<file path="src/rtl/ssp_defs.svh">
// register map, field positions, reset values and timing figures of the second serial port
`ifndef SSP_DEFS_SVH
`define SSP_DEFS_SVH

// ----------------------------------------------------------------
// special-function register addresses
// ----------------------------------------------------------------
`define SSP_ADDR_CTRL      8'hC0
`define SSP_ADDR_DATA      8'hC1
`define SSP_RESET_BYTE     8'h00

// ----------------------------------------------------------------
// serial_two_control field positions
// ----------------------------------------------------------------
`define SSP_BIT_SM0        7
`define SSP_BIT_SM1        6
`define SSP_BIT_SM2        5
`define SSP_BIT_REN        4
`define SSP_BIT_TB8        3
`define SSP_BIT_RB8        2
`define SSP_BIT_TI         1
`define SSP_BIT_RI         0

// ----------------------------------------------------------------
// bit periods in peripheral clock periods
// ----------------------------------------------------------------
`define SSP_M0_SLOW_PCLK   12
`define SSP_M0_FAST_PCLK   4
`define SSP_M2_SLOW_PCLK   64
`define SSP_M2_FAST_PCLK   32
`define SSP_OVERSAMPLE     16

// ----------------------------------------------------------------
// frame shape and receive sampling points
// ----------------------------------------------------------------
`define SSP_DATA_BITS      8
`define SSP_M1_FRAME_BITS  10
`define SSP_M23_FRAME_BITS 11
`define SSP_VOTE_FIRST     7
`define SSP_VOTE_LAST      9
`define SSP_BUF_DEPTH      2

`endif

</file>
<file path="src/rtl/ssp_pkg.sv">
// types shared by the second serial port design files
package ssp_pkg;

  // ----------------------------------------------------------------
  // mode and state encodings
  // ----------------------------------------------------------------
  typedef enum logic [1:0] {
    SSP_MODE_SYNC = 2'h0,
    SSP_MODE_ONE  = 2'h1,
    SSP_MODE_TWO  = 2'h2,
    SSP_MODE_THR  = 2'h3
  } ssp_mode_t;

  typedef enum logic [2:0] {
    SSP_TX_IDLE  = 3'h1,
    SSP_TX_ASYNC = 3'h2,
    SSP_TX_SYNC  = 3'h4
  } ssp_tx_state_t;

  typedef enum logic [1:0] {
    SSP_RX_IDLE = 2'h1,
    SSP_RX_BUSY = 2'h2
  } ssp_rx_state_t;

  // ----------------------------------------------------------------
  // state of the port apart from the receive word buffer
  // ----------------------------------------------------------------
  typedef struct packed {
    logic [7:0]    ctrl;
    logic [7:0]    txBuf;
    logic [7:0]    rxBuf;
    logic [7:0]    rdData;
    logic [3:0]    preCnt;
    logic          t1Half;
    logic          sampTick;
    ssp_tx_state_t txState;
    logic [10:0]   txShift;
    logic [3:0]    txBits;
    logic [3:0]    txPhase;
    logic          syncRx;
    logic [7:0]    syncShift;
    logic          txdOut;
    logic          rxdOut;
    logic          rxdOe;
    ssp_rx_state_t rxState;
    logic [3:0]    rxPhase;
    logic [3:0]    rxBits;
    logic [7:0]    rxShift;
    logic [1:0]    votes;
    logic          rxdPrev;
    logic          pushValid;
    logic [9:0]    pushData;
  } ssp_state_t;

endpackage : ssp_pkg

</file>
<file path="src/rtl/ssp_rx_buf2.sv">
// small valid/ready buffer holding received words until software takes them
`timescale 1ns/1ps
`include "ssp_defs.svh"

module ssp_rx_buf2 #(
  parameter int W     = 10,
  parameter int DEPTH = `SSP_BUF_DEPTH
) (
  input  wire logic         clk,
  input  wire logic         rst_n,
  input  wire logic         inValid,
  input  wire logic [W-1:0] inData,
  output logic              inReady,
  output logic              outValid,
  input  wire logic         outReady,
  output logic [W-1:0]      outData
);

  localparam int PW = (DEPTH > 1) ? $clog2(DEPTH) : 1;
  localparam int CW = $clog2(DEPTH + 1);
  localparam logic [CW-1:0] FULL_CNT = CW'(DEPTH);
  localparam logic [PW-1:0] LAST_PTR = PW'(DEPTH - 1);

  typedef struct packed {
    logic [DEPTH-1:0][W-1:0] mem;
    logic [PW-1:0]           wrPtr;
    logic [PW-1:0]           rdPtr;
    logic [CW-1:0]           count;
  } ssp_buf_state_t;

  ssp_buf_state_t r;
  ssp_buf_state_t n;
  logic           doPush;
  logic           doPop;

  assign inReady  = (r.count != FULL_CNT);
  assign outValid = (r.count != '0);
  // read data come straight from the storage register
  assign outData  = r.mem[r.rdPtr];

  always_comb begin
    n      = r;
    doPush = inValid && inReady;
    doPop  = outValid && outReady;
    if (doPush) begin
      n.mem[r.wrPtr] = inData;
      n.wrPtr        = (r.wrPtr == LAST_PTR) ? '0 : PW'(r.wrPtr + 1'b1);
    end
    if (doPop) begin
      n.rdPtr = (r.rdPtr == LAST_PTR) ? '0 : PW'(r.rdPtr + 1'b1);
    end
    if (doPush && !doPop) begin
      n.count = CW'(r.count + 1'b1);
    end else if (doPop && !doPush) begin
      n.count = CW'(r.count - 1'b1);
    end
  end

  always_ff @(posedge clk or negedge rst_n) begin
    if (!rst_n) begin
      r <= '0;
    end else begin
      r <= n;
    end
  end

endmodule : ssp_rx_buf2

</file>
<file path="src/rtl/ssp_usart.sv">
// second serial port: synchronous shift mode and three asynchronous frame modes
`timescale 1ns/1ps
`include "ssp_defs.svh"

module ssp_usart
  import ssp_pkg::*;
#(
  parameter int BUF_DEPTH = `SSP_BUF_DEPTH
) (
  input  wire logic       clk,
  input  wire logic       rst_n,
  input  wire logic [7:0] sfrAddr,
  input  wire logic [7:0] sfrWrData,
  input  wire logic       sfrWr,
  input  wire logic       sfrRd,
  output logic [7:0]      sfrRdData,
  input  wire logic       idleMode,
  input  wire logic       baudDoubling,
  input  wire logic       t1Overflow,
  input  wire logic       rxdIn,
  output logic            rxdOut,
  output logic            rxdOe,
  output logic            txdOut,
  output logic            txCompleteFlag,
  output logic            rxCompleteFlag
);

  // ----------------------------------------------------------------
  // derived timing counts
  // ----------------------------------------------------------------
  // sync mode ticks on each half bit so the shift clock has two phases
  localparam logic [3:0] M0_SLOW_HALF = 4'(`SSP_M0_SLOW_PCLK / 2);
  localparam logic [3:0] M0_FAST_HALF = 4'(`SSP_M0_FAST_PCLK / 2);
  localparam logic [3:0] M2_SLOW_TICK = 4'(`SSP_M2_SLOW_PCLK / `SSP_OVERSAMPLE);
  localparam logic [3:0] M2_FAST_TICK = 4'(`SSP_M2_FAST_PCLK / `SSP_OVERSAMPLE);
  localparam logic [3:0] PHASE_LAST   = 4'(`SSP_OVERSAMPLE - 1);
  localparam logic [3:0] VOTE_FIRST   = 4'(`SSP_VOTE_FIRST);
  localparam logic [3:0] VOTE_LAST    = 4'(`SSP_VOTE_LAST);
  localparam logic [3:0] SYNC_LAST    = 4'(`SSP_DATA_BITS - 1);
  localparam logic [3:0] NINTH_IDX    = 4'(`SSP_DATA_BITS + 1);
  localparam logic [3:0] STOP23_IDX   = 4'(`SSP_DATA_BITS + 2);
  localparam logic [3:0] M1_LAST      = 4'(`SSP_M1_FRAME_BITS - 1);
  localparam logic [3:0] M23_LAST     = 4'(`SSP_M23_FRAME_BITS - 1);

  // ----------------------------------------------------------------
  // state and combinational helpers
  // ----------------------------------------------------------------
  ssp_state_t r;
  ssp_state_t n;

  ssp_mode_t  mode;
  ssp_mode_t  newMode;
  logic       smThird;
  logic [3:0] tickLimit;
  logic [3:0] lastTxData;
  logic [3:0] lastTxBit;
  logic       wrCtrl;
  logic       wrData;
  logic       startTx;
  logic       startSyncRx;
  logic       tiSet;
  logic       riSet;
  logic       bitVal;
  logic       bufInReady;
  logic       bufOutValid;
  logic       bufOutReady;
  logic [9:0] bufOutData;

  // ----------------------------------------------------------------
  // receive word buffer
  // ----------------------------------------------------------------
  // a word waits here while the receive flag is still set, so a late
  // software clear costs no frame while the buffer has room
  // flag blocks drain
  assign bufOutReady = !r.ctrl[`SSP_BIT_RI];

  ssp_rx_buf2 #(
    .W     (10),
    .DEPTH (BUF_DEPTH)
  ) u_rx_buf (
    .clk      (clk),
    .rst_n    (rst_n),
    .inValid  (r.pushValid),
    .inData   (r.pushData),
    .inReady  (bufInReady),
    .outValid (bufOutValid),
    .outReady (bufOutReady),
    .outData  (bufOutData)
  );

  // ----------------------------------------------------------------
  // next-state logic
  // ----------------------------------------------------------------
  always_comb begin
    n           = r;
    n.sampTick  = 1'b0;
    n.pushValid = 1'b0;
    n.rxdPrev   = rxdIn;
    tiSet       = 1'b0;
    riSet       = 1'b0;
    bitVal      = 1'b0;
    mode        = ssp_mode_t'({r.ctrl[`SSP_BIT_SM0], r.ctrl[`SSP_BIT_SM1]});
    newMode     = ssp_mode_t'({sfrWrData[`SSP_BIT_SM0], sfrWrData[`SSP_BIT_SM1]});
    smThird     = r.ctrl[`SSP_BIT_SM2];
    wrCtrl      = sfrWr && (sfrAddr == `SSP_ADDR_CTRL);
    wrData      = sfrWr && (sfrAddr == `SSP_ADDR_DATA);

    if (mode == SSP_MODE_SYNC) begin
      tickLimit = smThird ? M0_FAST_HALF : M0_SLOW_HALF;
    end else begin
      tickLimit = baudDoubling ? M2_FAST_TICK : M2_SLOW_TICK;
    end
    lastTxData = (mode == SSP_MODE_ONE) ? 4'(`SSP_DATA_BITS) : NINTH_IDX;
    lastTxBit  = (mode == SSP_MODE_ONE) ? M1_LAST : M23_LAST;

    // --------------------------------------------------------------
    // sample tick prescaler
    // --------------------------------------------------------------
    // idle freezes timing
    if (!idleMode) begin
      if (mode == SSP_MODE_ONE || mode == SSP_MODE_THR) begin
        n.preCnt = '0;
        if (t1Overflow) begin
          n.t1Half   = ~r.t1Half;
          n.sampTick = baudDoubling | r.t1Half;
        end
      end else if (r.preCnt >= 4'(tickLimit - 4'h1)) begin
        n.preCnt   = '0;
        n.sampTick = 1'b1;
      end else begin
        n.preCnt = 4'(r.preCnt + 4'h1);
      end
    end

    // --------------------------------------------------------------
    // register access
    // --------------------------------------------------------------
    if (wrCtrl) begin
      n.ctrl = sfrWrData;
    end
    if (wrData) begin
      n.txBuf = sfrWrData;
    end
    if (sfrRd) begin
      if (sfrAddr == `SSP_ADDR_CTRL) begin
        n.rdData = r.ctrl;
      end else if (sfrAddr == `SSP_ADDR_DATA) begin
        n.rdData = r.rxBuf;
      end else begin
        n.rdData = `SSP_RESET_BYTE;
      end
    end

    startTx     = wrData && (r.txState == SSP_TX_IDLE);
    startSyncRx = wrCtrl && (newMode == SSP_MODE_SYNC) && sfrWrData[`SSP_BIT_REN]
                  && !r.ctrl[`SSP_BIT_REN] && (r.txState == SSP_TX_IDLE) && bufInReady;

    // --------------------------------------------------------------
    // transmitter and synchronous shifter
    // --------------------------------------------------------------
    unique case (r.txState)
      SSP_TX_IDLE: begin
        if (startTx) begin
          n.txBits  = '0;
          n.txPhase = '0;
          if (mode == SSP_MODE_SYNC) begin
            n.txState   = SSP_TX_SYNC;
            n.syncRx    = 1'b0;
            n.syncShift = sfrWrData;
            n.rxdOut    = sfrWrData[0];
            n.rxdOe     = 1'b1;
          end else begin
            n.txState = SSP_TX_ASYNC;
            // start bit waits for the next tick so it lasts a whole bit period
            n.txBits  = '1;
            n.txPhase = PHASE_LAST;
            n.txShift = {(mode == SSP_MODE_ONE) ? 1'b1 : r.ctrl[`SSP_BIT_TB8],
                         sfrWrData, 1'b0, 1'b1};
          end
        end else if (startSyncRx) begin
          n.txState   = SSP_TX_SYNC;
          n.syncRx    = 1'b1;
          n.syncShift = '0;
          n.txBits    = '0;
          n.txPhase   = '0;
          n.rxdOe     = 1'b0;
        end
      end
      SSP_TX_ASYNC: begin
        if (r.sampTick) begin
          n.txPhase = 4'(r.txPhase + 4'h1);
          if (r.txPhase == PHASE_LAST) begin
            n.txShift = {1'b1, r.txShift[10:1]};
            n.txdOut  = r.txShift[1];
            n.txBits  = 4'(r.txBits + 4'h1);
            if (r.txBits == lastTxData) begin
              tiSet = 1'b1;
            end
            if (r.txBits == lastTxBit) begin
              n.txState = SSP_TX_IDLE;
              n.txdOut  = 1'b1;
            end
          end
        end
      end
      SSP_TX_SYNC: begin
        if (r.sampTick) begin
          if (!r.txPhase[0]) begin
            n.txdOut  = 1'b0;
            n.txPhase = 4'h1;
          end else begin
            n.txdOut  = 1'b1;
            n.txPhase = 4'h0;
            n.txBits  = 4'(r.txBits + 4'h1);
            // received bits are taken on the rising shift clock
            if (r.syncRx) begin
              n.syncShift = {rxdIn, r.syncShift[7:1]};
            end else begin
              n.syncShift = {1'b0, r.syncShift[7:1]};
              n.rxdOut    = r.syncShift[1];
            end
            if (r.txBits == SYNC_LAST) begin
              n.txState = SSP_TX_IDLE;
              n.rxdOe   = 1'b0;
              n.rxdOut  = 1'b1;
              if (r.syncRx) begin
                // ninth bit untouched in mode 0
                n.pushValid = 1'b1;
                n.pushData  = {1'b0, 1'b0, rxdIn, r.syncShift[7:1]};
              end else begin
                tiSet = 1'b1;
              end
            end
          end
        end
      end
      default: begin
        n.txState = SSP_TX_IDLE;
        n.rxdOe   = 1'b0;
        n.txdOut  = 1'b1;
      end
    endcase

    // --------------------------------------------------------------
    // asynchronous receiver
    // --------------------------------------------------------------
    unique case (r.rxState)
      SSP_RX_IDLE: begin
        // enable gates reception
        // a start is not taken while the buffer cannot hold a word
        if (r.ctrl[`SSP_BIT_REN] && (mode != SSP_MODE_SYNC) && bufInReady
            && !r.pushValid && r.rxdPrev && !rxdIn) begin
          n.rxState = SSP_RX_BUSY;
          n.rxPhase = '0;
          n.rxBits  = '0;
          n.votes   = '0;
        end
      end
      SSP_RX_BUSY: begin
        if (!r.ctrl[`SSP_BIT_REN] || mode == SSP_MODE_SYNC) begin
          n.rxState = SSP_RX_IDLE;
        end else if (r.sampTick) begin
          n.rxPhase = 4'(r.rxPhase + 4'h1);
          if (r.rxPhase >= VOTE_FIRST && r.rxPhase < VOTE_LAST) begin
            n.votes = {r.votes[0], rxdIn};
          end
          if (r.rxPhase == VOTE_LAST) begin
            // two of three samples decide the bit
            bitVal = (r.votes[1] & r.votes[0]) | (r.votes[1] & rxdIn)
                     | (r.votes[0] & rxdIn);
            if (r.rxBits == '0) begin
              if (bitVal) begin
                n.rxState = SSP_RX_IDLE;
              end
            end else if (r.rxBits == NINTH_IDX) begin
              if (!smThird || bitVal) begin
                n.pushValid = 1'b1;
                n.pushData  = {1'b1, bitVal, r.rxShift};
              end
              if (mode == SSP_MODE_ONE) begin
                n.rxState = SSP_RX_IDLE;
              end
            end else if (r.rxBits == STOP23_IDX) begin
              n.rxState = SSP_RX_IDLE;
            end else begin
              n.rxShift = {bitVal, r.rxShift[7:1]};
            end
          end
          if (r.rxPhase == PHASE_LAST) begin
            n.rxBits = 4'(r.rxBits + 4'h1);
          end
        end
      end
      default: begin
        n.rxState = SSP_RX_IDLE;
      end
    endcase

    // --------------------------------------------------------------
    // hand received words to software
    // --------------------------------------------------------------
    if (bufOutValid && bufOutReady) begin
      n.rxBuf = bufOutData[7:0];
      if (bufOutData[9]) begin
        n.ctrl[`SSP_BIT_RB8] = bufOutData[8];
      end
      riSet = 1'b1;
    end

    // hardware sets win over a software clear in the same cycle
    // hardware only sets
    if (tiSet) begin
      n.ctrl[`SSP_BIT_TI] = 1'b1;
    end
    if (riSet) begin
      n.ctrl[`SSP_BIT_RI] = 1'b1;
    end
  end

  // ----------------------------------------------------------------
  // state register
  // ----------------------------------------------------------------
  always_ff @(posedge clk or negedge rst_n) begin
    if (!rst_n) begin
      r           <= '0;
      r.txState   <= SSP_TX_IDLE;
      r.rxState   <= SSP_RX_IDLE;
      r.txShift   <= '1;
      r.txdOut    <= 1'b1;
      r.rxdOut    <= 1'b1;
      r.rxdPrev   <= 1'b1;
    end else begin
      r <= n;
    end
  end

  // ----------------------------------------------------------------
  // outputs
  // ----------------------------------------------------------------
  assign sfrRdData      = r.rdData;
  assign rxdOut         = r.rxdOut;
  assign rxdOe          = r.rxdOe;
  assign txdOut         = r.txdOut;
  assign txCompleteFlag = r.ctrl[`SSP_BIT_TI];
  assign rxCompleteFlag = r.ctrl[`SSP_BIT_RI];

endmodule : ssp_usart

</file>
<file path="config.mk">
export PLATFORM = sky130hd
export DESIGN_NAME = ssp_usart
export DESIGN_NICKNAME = d
export VERILOG_FILES = /design/src/rtl/ssp_pkg.sv /design/src/rtl/ssp_rx_buf2.sv /design/src/rtl/ssp_usart.sv
export VERILOG_INCLUDE_DIRS = /design/src /design/src/rtl
export SDC_FILE = /design/constraint.sdc
export NUM_CORES = 1
export LEC_CHECK = 0
export BUFFER_PORTS_ARGS = -buffer_cell sky130_fd_sc_hd__buf_4
export CORE_UTILIZATION = 56
export DETAILED_ROUTE_END_ITERATION = 10
export PLACE_DENSITY_LB_ADDON = 0.12
export SLEW_MARGIN = 25
export SYNTH_ARGS = -nofsm -noshare
export SYNTH_HDL_FRONTEND = slang
export SYNTH_SLANG_ARGS = --single-unit
export TNS_END_PERCENT = 20
</file>
<file path="constraint.sdc">
create_clock -name clk -period 3.3 [get_ports clk]
set_clock_uncertainty 0.05 [all_clocks]
set_input_delay 0.66 -clock clk [delete_from_list [all_inputs] [get_ports clk]]
set_output_delay 0.66 -clock clk [all_outputs]
set_load 0.02 [all_outputs]
</file>
# After elaboration in Yosys (flattened, before gate mapping)

Cells that the tools add are included.

Input port bits: 24
Output and inout bits: 13
Logic and storage cells: 266
Register bits after elaboration: 120

$add $sub $neg: 10
Equality and inequality tests: 41
Mux-type cells: 107
Order comparisons: 6
Bitwise gates (word level): 14
Reduce and logical (&&, ||, !) cells: 57

Operators by type and width:

| cell                  | number |
|---|---|
| $mux W11              | 14 |
| $mux W8               | 9 |
| $mux W10              | 4 |
| $mux W18              | 2 |
| $mux W17              | 2 |
| $mux W3               | 11 |
| $pmux W8 S2           | 2 |
| $mux W2               | 15 |
| $mux W1               | 29 |
| $ne A2 B2 Y1 const B  | 14 |
| $pmux W8 S3           | 1 |
| $reduce_and A6 Y1     | 4 |
| $mux W22              | 1 |
| $pmux W11 S2          | 1 |
| $add A4 B1 Y4 const B | 5 |
| $bwmux W20            | 1 |
| $eq A4 B4 Y1 const B  | 5 |
| $mux W20              | 1 |
| $reduce_and A5 Y1     | 4 |
| $logic_and A1 B1 Y1   | 19 |
| $mux W19              | 1 |
| $reduce_bool A2 Y1    | 9 |
| $eq A8 B8 Y1 const B  | 2 |
| $mux W4               | 4 |
| 38 further kinds      | 75 |

# Longest topological paths before layout

Gate-level depths: netlist of the first run.

Word-level depth: 12
Depth in mapped cells: 11
Mapped depth without buffers: 9

# Modules after synthesis

A second synthesis of the first run with hierarchy kept.

Cell total of the unflattened synthesis: 539
Area total of the unflattened synthesis: 6132.1 µm²

Modules (own cells, without submodules):

| module      | area each (µm²) | instances | cells each |
|---|---|---|---|
| ssp_usart   | 4979.8          | 1         | 469 |
| ssp_rx_buf2 | 1152.4          | 1         | 70 |

# Worst setup path before layout of the first run

OpenSTA, ideal clock, no wires.

Path type: reg-to-reg
Start: register r, in the netlist mode[0]
End: register r[70] in the netlist's numbering
Cell stages (with the launch flop): 12
Setup slack: 0.651 ns
Arrival: 2.535 ns
Required time: 3.186 ns
Library setup time: 0.064 ns
Period minus slack after synthesis: 2.649 ns
Path buffers: 2
Path through: dfrtp_1 buf_2 or2_2 clkbuf_1 nand2_1 nand2_1 ha_1 ha_1 a21o_1 a211o_1 nor4b_1 a21o_1

Cells in the longest elaborated chain, start to end: 6

RTL lines:

| what                     | line             | RTL |
|---|---|---|
| start: declaration       | ssp_usart.sv:48  | `ssp_state_t r;` |
| start signal: assignment | ssp_usart.sv:333 | `r <= n;` |
| $logic_not A2 Y1         | ssp_usart.sv:108 | `if (mode == SSP_MODE_SYNC) begin` |
| $mux W3                  | ssp_usart.sv:108 |  |
| $sub A4 B1 Y4            | ssp_usart.sv:127 | `end else if (r.preCnt >= 4'(tickLimit - 4'h1)) begin` |
| $ge A4 B4 Y1             | ssp_usart.sv:127 |  |
| $mux W4                  | ssp_usart.sv:127 |  |
| $mux W4 (*)              | ssp_usart.sv:121 | `if (mode == SSP_MODE_ONE \|\| mode == SSP_MODE_THR) begin` |

Every way passes the cells marked *; elsewhere a longest branch is shown, timed or not.
A chain may end at the register's enable or synchronous reset.

# Worst setup path in the final report of the first run

Ends and elaborated chain as after synthesis.

==> summary.txt, run 1 <==
Clock tree
  – Hold-fix buffers, CTS: 0
  – Total CTS buffers: 17
  – Number of buffers added for setup after CTS: 0
  – Clk buf depth: 2
  – Worst-path clk slew: about 60 ps
  – Clk root buf: clkbuf_8
  – CTS tree: done
  – Clock Latency Late Sink: ~540 ps
  – H-tree Lvls: 4
  – Clock sink count: approximately 120
  – CTS resizes: 0

Routing
  – DRT Wirelength: around 13000 µm
  – Drt pass-1 iters: 7
  – Initial DRC Count: a little under 300
  – Vias: 4422
  – Residual DRC count: 0
  – DR vias/cell: 6.00
  – DRT antenna net count: 0
  – Per-cell routed wire length: approximately 18 µm

Logic synthesis
  – Syn nets: ~600
  – Area leader, netlist: dfrtp_1
  – Flops & latches, synth: around 120
  – Seq/Total Area, Yosys: 49.4%
  – Fraction of registers with async set/reset: 100%
  – Cell variety after synth: a little over 70
  – Most frequent cell after synthesis: dfrtp_1
  – Synthesized cell area: ~6000 µm²
  – Warnings from Yosys: 0
  – Syn avg cell area: roughly 11 µm²
  – EDFF count, synth: 0
  – Synth Flop Type: dfrtp_1
  – Post-synth top cells: 103 x dfrtp_1, 48 x nor2_1, 47 x nand2_1
  – Synth Instances: 564
  – Area share of the leading cell type in the synthesized netlist: 42.9%
  – Top cells by area, synth: dfrtp_1 43%, dfstp_2 6.6%, mux2_2 6.6%

Power
  – Worst vdd ir: ~0.00044 V
  – P_leak: about 3.1 nW
  – Pwr dens: slightly above 600 nW/µm²

Die
  – Io pins: 37
  – Chip height: between 100 and 150 µm
  – Die area: 11200 µm²
  – Core Area: between 10000 and 15000 µm²
  – Row cnt: 37
  – Initial Utilization: 58.0%
  – Die W: between 100 and 150 µm

Worst setup path
  – CP endpoint kind: flip-flop
  – Max stage delay on crit path: about 460 ps
  – Worst Path Required: 3730 ps
  – RR Endpoint: r[70]
  – Crit-path max FO: 14
  – R2r worst-path depth: 9
  – Worst EP arrival: a little over 3000 ps
  – Crit-path leading delay family: simple AND/OR/NAND/NOR gates
  – Reg2reg setup slack: 610 ps
  – Crit-path slowest cell: dfrtp_1
  – FF-to-FF Start: mode[0]
  – Crit-path cells: or2_2 -> nand2_1 -> nand2_1 -> ha_1 -> ha_1 -> a21o_1 -> a211o_1 -> nor4b_1 -> a21o_1
  – CP Class: flip-flop to flip-flop
  – Startpoint Class: flip-flop
  – Worst path buffer plus inverter count: 0

Cells and area
  – Fin nets: approximately 630
  – Antenna cells: 0
  – Post-layout util: between 60% and 70%
  – Filler cell count: between 800 and 900
  – Finished Layout Cells: around 740
  – Area growth, synth to finish: 14.8%
  – Share of layout cells above drive strength 1: 23.6%

Global route
  – Total gr overflow: 0
  – Overall routing resource usage: between 20% and 30%
  – Vias in the first global route: between 4000 and 5000
  – Largest net degree at the start of global routing: 64
  – Initial antenna violation count: 0
  – Global-route wire length before repair: around 22000 µm

Worst hold path
  – Path type of the worst min-delay path: input pin to async pin

Placement
  – PortBufs: 36
  – Detailed Place HPWL: between 9000 and 10000 µm
  – Inst Count DP: between 700 and 800
  – Final Wtd Congestion: around 0.8

Run
  – Max cap viols: 0

Timing
  – Final setup fails: 0
  – Max_slew headroom: between 50% and 60%
  – Sum of negative setup slack: 0 ps
  – Final Max Slew Viols: 0
  – Measured slew at the worst slew-check pin: 735 ps
  – Hold slack: around 130 ps
  – Unrepaired setup endpoints after global routing: no
  – Hold Fails Final Rpt: 0
  – Minimum clock period: around 2700 ps
  – Post-route clock period utilization: about four fifths
  – Achievable Freq: 372 MHz

Run status
  – Status: completed
[layer usage]
metal | track usage, % | vias up | wire [µm]
met5 | 0 | - | 0
met4 | 12.0 | 0 | 345
met3 | 6.74 | 23 | 745
met2 | 40.2 | 139 | 6280
met1 | 34.2 | 2177 | 5970
li1 | - | 2083 | -
[worst max-delay path by stage]
stage                     endpoint        from  depth (start not counted)
final                        r[70]     mode[0]                          9
after global routing         r[70]     mode[0]                          9
after CTS                    r[70]     mode[0]                          9
after detailed placement     r[36]  sfrAddr[4]                          6
after global placement       r[37]  sfrAddr[4]                          6
after floorplan              r[70]     mode[0]                         11
[sequential cells by signal (all words and copies together), names as in the netlist]
signal and flops:
r 79, rxdOe 1, mode 2, txdOut 1
txCompleteFlag 1, rxdOut 1, u_rx_buf.r 24, rxCompleteFlag 1
sfrRdData 8
[placed cells by master (no fill, tap or decap), types with 6 or more instances in the layout]
cell type	netlist	routed
nand4_1	6	6
dfrtp_1	103	103
a22o_1	7	7
mux2_4	7	7
a22oi_1	8	8
inv_1	14	14
nand3_1	14	14
buf_4	10	41
a21oi_1	31	31
mux2_2	35	35
nand2b_1	8	8
clkbuf_16	0	16
a31oi_1	13	13
o21ai_0	29	29
mux2i_1	26	26
nand2_1	47	47
nor2_1	48	48
a21o_1	7	7
ha_1	15	15
dfstp_2	15	15
[metrics by stage]
step	power [mW]	worst slack, ps	instance area [µm²]
after floorplan	2.22	651	6010
after global placement	2.40	664	6310
after detailed placement	2.43	594	6310
after CTS	4.27	593	6900
after global routing	4.42	435	6900
final	4.24	612	6900
[power by group]
group | switching, mW | internal, mW
logic | 0.281 | 0.263
clock network | 0.662 | 1.16
registers | 0.198 | 1.67
total | 1.14 | 3.10
[kinds of logic (layout without fill, tap and decap cells)]
group,after synthesis,in the layout,share of synthesized area (%)
compound gates,130,130,13.9
mux,69,69,12.8
buf+inv,50,87,4.12
xor+xnor,7,7,1.02
flops,118,118,49.4
fa+ha+maj,16,16,3.29
simple gates,174,174,15.5
[cell type report]
type | count | area (µm²) | area share, %
Sequential cell | 118 | 2970 | 43.1
Multi-Input combinational cell | 396 | 2790 | 40.5
Clock buffer | 19 | 432 | 6.26
Timing Repair Buffer | 42 | 328 | 4.75
Tap cell | 136 | 170 | 2.47
Clock inverter | 12 | 153 | 2.21
Inverter | 14 | 52.6 | 0.762
Note: power is estimated with default switching activity, not from simulation.
==> run 2: changes to the inputs <==
clock period = 2.5 ns   (was 3.3 ns; I/O delays follow)
==> summary.txt, run 2 (synthesis gave the netlist of run 1 again) <==
Run status
  – Status: completed

Placement
  – Detailed Place HPWL: 9460 µm (+3.5%)
  – Final Wtd Congestion: 0.830 (+0.70%)
  – Inst Count DP: 722 (+2.3%)
  – PortBufs: 36 (unchanged)

Power
  – Pwr dens: 789 nW/µm² (+29%)
  – Worst vdd ir: 0.000931 V (+110%)
  – Power, Total: 5.57 mW (+31%)
  – P_leak: 3.22 nW (+3.1%)

Cells and area
  – Antenna cells: 0 (unchanged)
  – Post-layout util: 68.1% (+1.5 points)
  – Storage cell area: 2970 µm² (unchanged)
  – Share of layout cells above drive strength 1: 26.0% (+2.4 points)
  – Filler cell count: 795 (-2.7%)
  – Commonest non-fill, non-tap cell in the layout: dfrtp_1
  – Largest reg by FF count: r
  – Area growth, synth to finish: 17.4%
  – Fin nets: 645 (+2.7%)
  – Most frequent cells in the layout: 103 x dfrtp_1, 55 x buf_4, 48 x nor2_1
  – Max FFs per register: 79 (unchanged)
  – Finished Layout Cells: 755 (+2.4%)
  – Multi-input logic area: 2800 µm² (+0.31%)

Global route
  – Total gr overflow: 0 (unchanged)
  – Overall routing resource usage: 26.5% (+0.58 points)
  – Initial antenna violation count: 0 (unchanged)
  – Vias in the first global route: 4426 (+1.6%)
  – Largest net degree at the start of global routing: 43 (-33%)
  – Global-route wire length before repair: 22600 µm (+3.4%)

Clock tree
  – Clock sink count: 118 (unchanged)
  – Clk buf depth: 2 (unchanged)
  – CTS tree: done
  – Clk root buf: clkbuf_8
  – Worst-path clk slew: 60 ps (about the same)
  – H-tree Lvls: 4 (unchanged)
  – CTS resizes: 0 (unchanged)
  – Total CTS buffers: 17 (unchanged)
  – Clock Latency Late Sink: 530 ps (about the same)

Worst setup path
  – Startpoint Class: flip-flop
  – CP endpoint kind: flip-flop
  – Worst Path Required: 2920 ps (-810 ps)
  – CP Class: flip-flop to flip-flop
  – Worst EP arrival: 2760 ps (-350 ps)
  – Crit-path max FO: 14 (unchanged)

Timing
  – Post-route clock period utilization: 93.5% (+12 points)
  – Minimum clock period: 2340 ps (-350 ps)
  – Sum of negative setup slack: 0 ps (unchanged)
  – Max_slew headroom: 59.4% (+9.2 points)
  – Hold slack: 82.3 ps (-42.9 ps)
  – Hold Fails Final Rpt: 0 (unchanged)
  – Measured slew at the worst slew-check pin: 609 ps (-126 ps)
  – Final Max Slew Viols: 0 (unchanged)
  – Unrepaired setup endpoints after global routing: no
  – Achievable Freq: 428 MHz (+15%)
  – Final setup fails: 0 (unchanged)

Worst hold path
  – Path type of the worst min-delay path: input pin to flip-flop

Routing
  – Drt pass-1 iters: 5 (-2)
  – Initial DRC Count: 267 (-7.6%)
  – Residual DRC count: 0 (unchanged)
  – DRT Wirelength: 13500 µm (+1.2%)
  – Per-cell routed wire length: 17.9 µm (-1.2%)
  – DRT antenna net count: 0 (unchanged)
  – DR vias/cell: 5.86 (-2.3%)
  – Vias: 4425 (+0.068%)

Run
  – Max cap viols: 0 (unchanged)

Die
  – Chip height: 106 µm (unchanged)
  – Initial Utilization: 58.0% (unchanged)
  – Die W: 106 µm (unchanged)
  – Io pins: 37 (unchanged)
  – Die area: 11200 µm² (unchanged)
  – Row cnt: 37 (unchanged)
  – Core Area: 10400 µm² (unchanged)
run 2: area by class of cell:
class	instances	area share [%]
Clock inverter	14	2.13
Inverter	14	0.745
Multi-Input combinational cell	396	39.7
Clock buffer	18	6.06
Sequential cell	118	42.1
Timing Repair Buffer	59	6.84
Tap cell	136	2.41
run 2: path summary, 6_finish.rpt:
path	startpoint	end	slack, ps	cells after the start
worst max-delay path	mode[0]	r[70]	160	9
worst min-delay path	rxdIn	r[11]	80	1
worst max register to register	mode[0]	r[70]	160	9
worst min register to register	txdOut	txdOut	420	2
max in group asynchronous	rst_n	r[54]	1230	3
min in group asynchronous	rst_n	r[45]	460	2
run 2: worst max-delay path, cell delays in order (launching register included):
cell and delay (ps):
dfrtp_1 380, or2_4 340, nand2_1 90, nand2_1 50, ha_1 290, ha_1 280
a21o_1 150, a211o_1 320, nor4b_2 230, a21o_1 110
run 2: layer usage:
layer / vias up / wire length [µm] / global-route usage [%]
li1: 2111 / - / -
met1: 2172 / 6050 / 35.7
met2: 122 / 6570 / 42.4
met3: 20 / 677 / 6.68
met4: 0 / 187 / 7.84
met5: - / 0 / 0
run 2: timing repair:
action | CTS | global route
buffers inserted | 0 | 0
hold endpoints to repair | 35 | 0
endpoints found under the setup margin | 0 | 0
hold buffers | 1 | 0
run 2: per-stage QoR:
stage          cell area [µm²]  worst slack [ps]
3_3_place_gp              6470               204
4_1_cts                   7060               153
5_1_grt                   7060              62.7
6_report                  7060               162
2_1_floorplan             6020              41.1
3_5_place_dp              6470               142
run 2: report_power, final:
group	internal [mW]	total (mW)	switching (mW)
clock	1.45	2.35	0.905
combinational	0.382	0.776	0.394
sequential	2.20	2.44	0.237
total	4.03	5.57	1.54
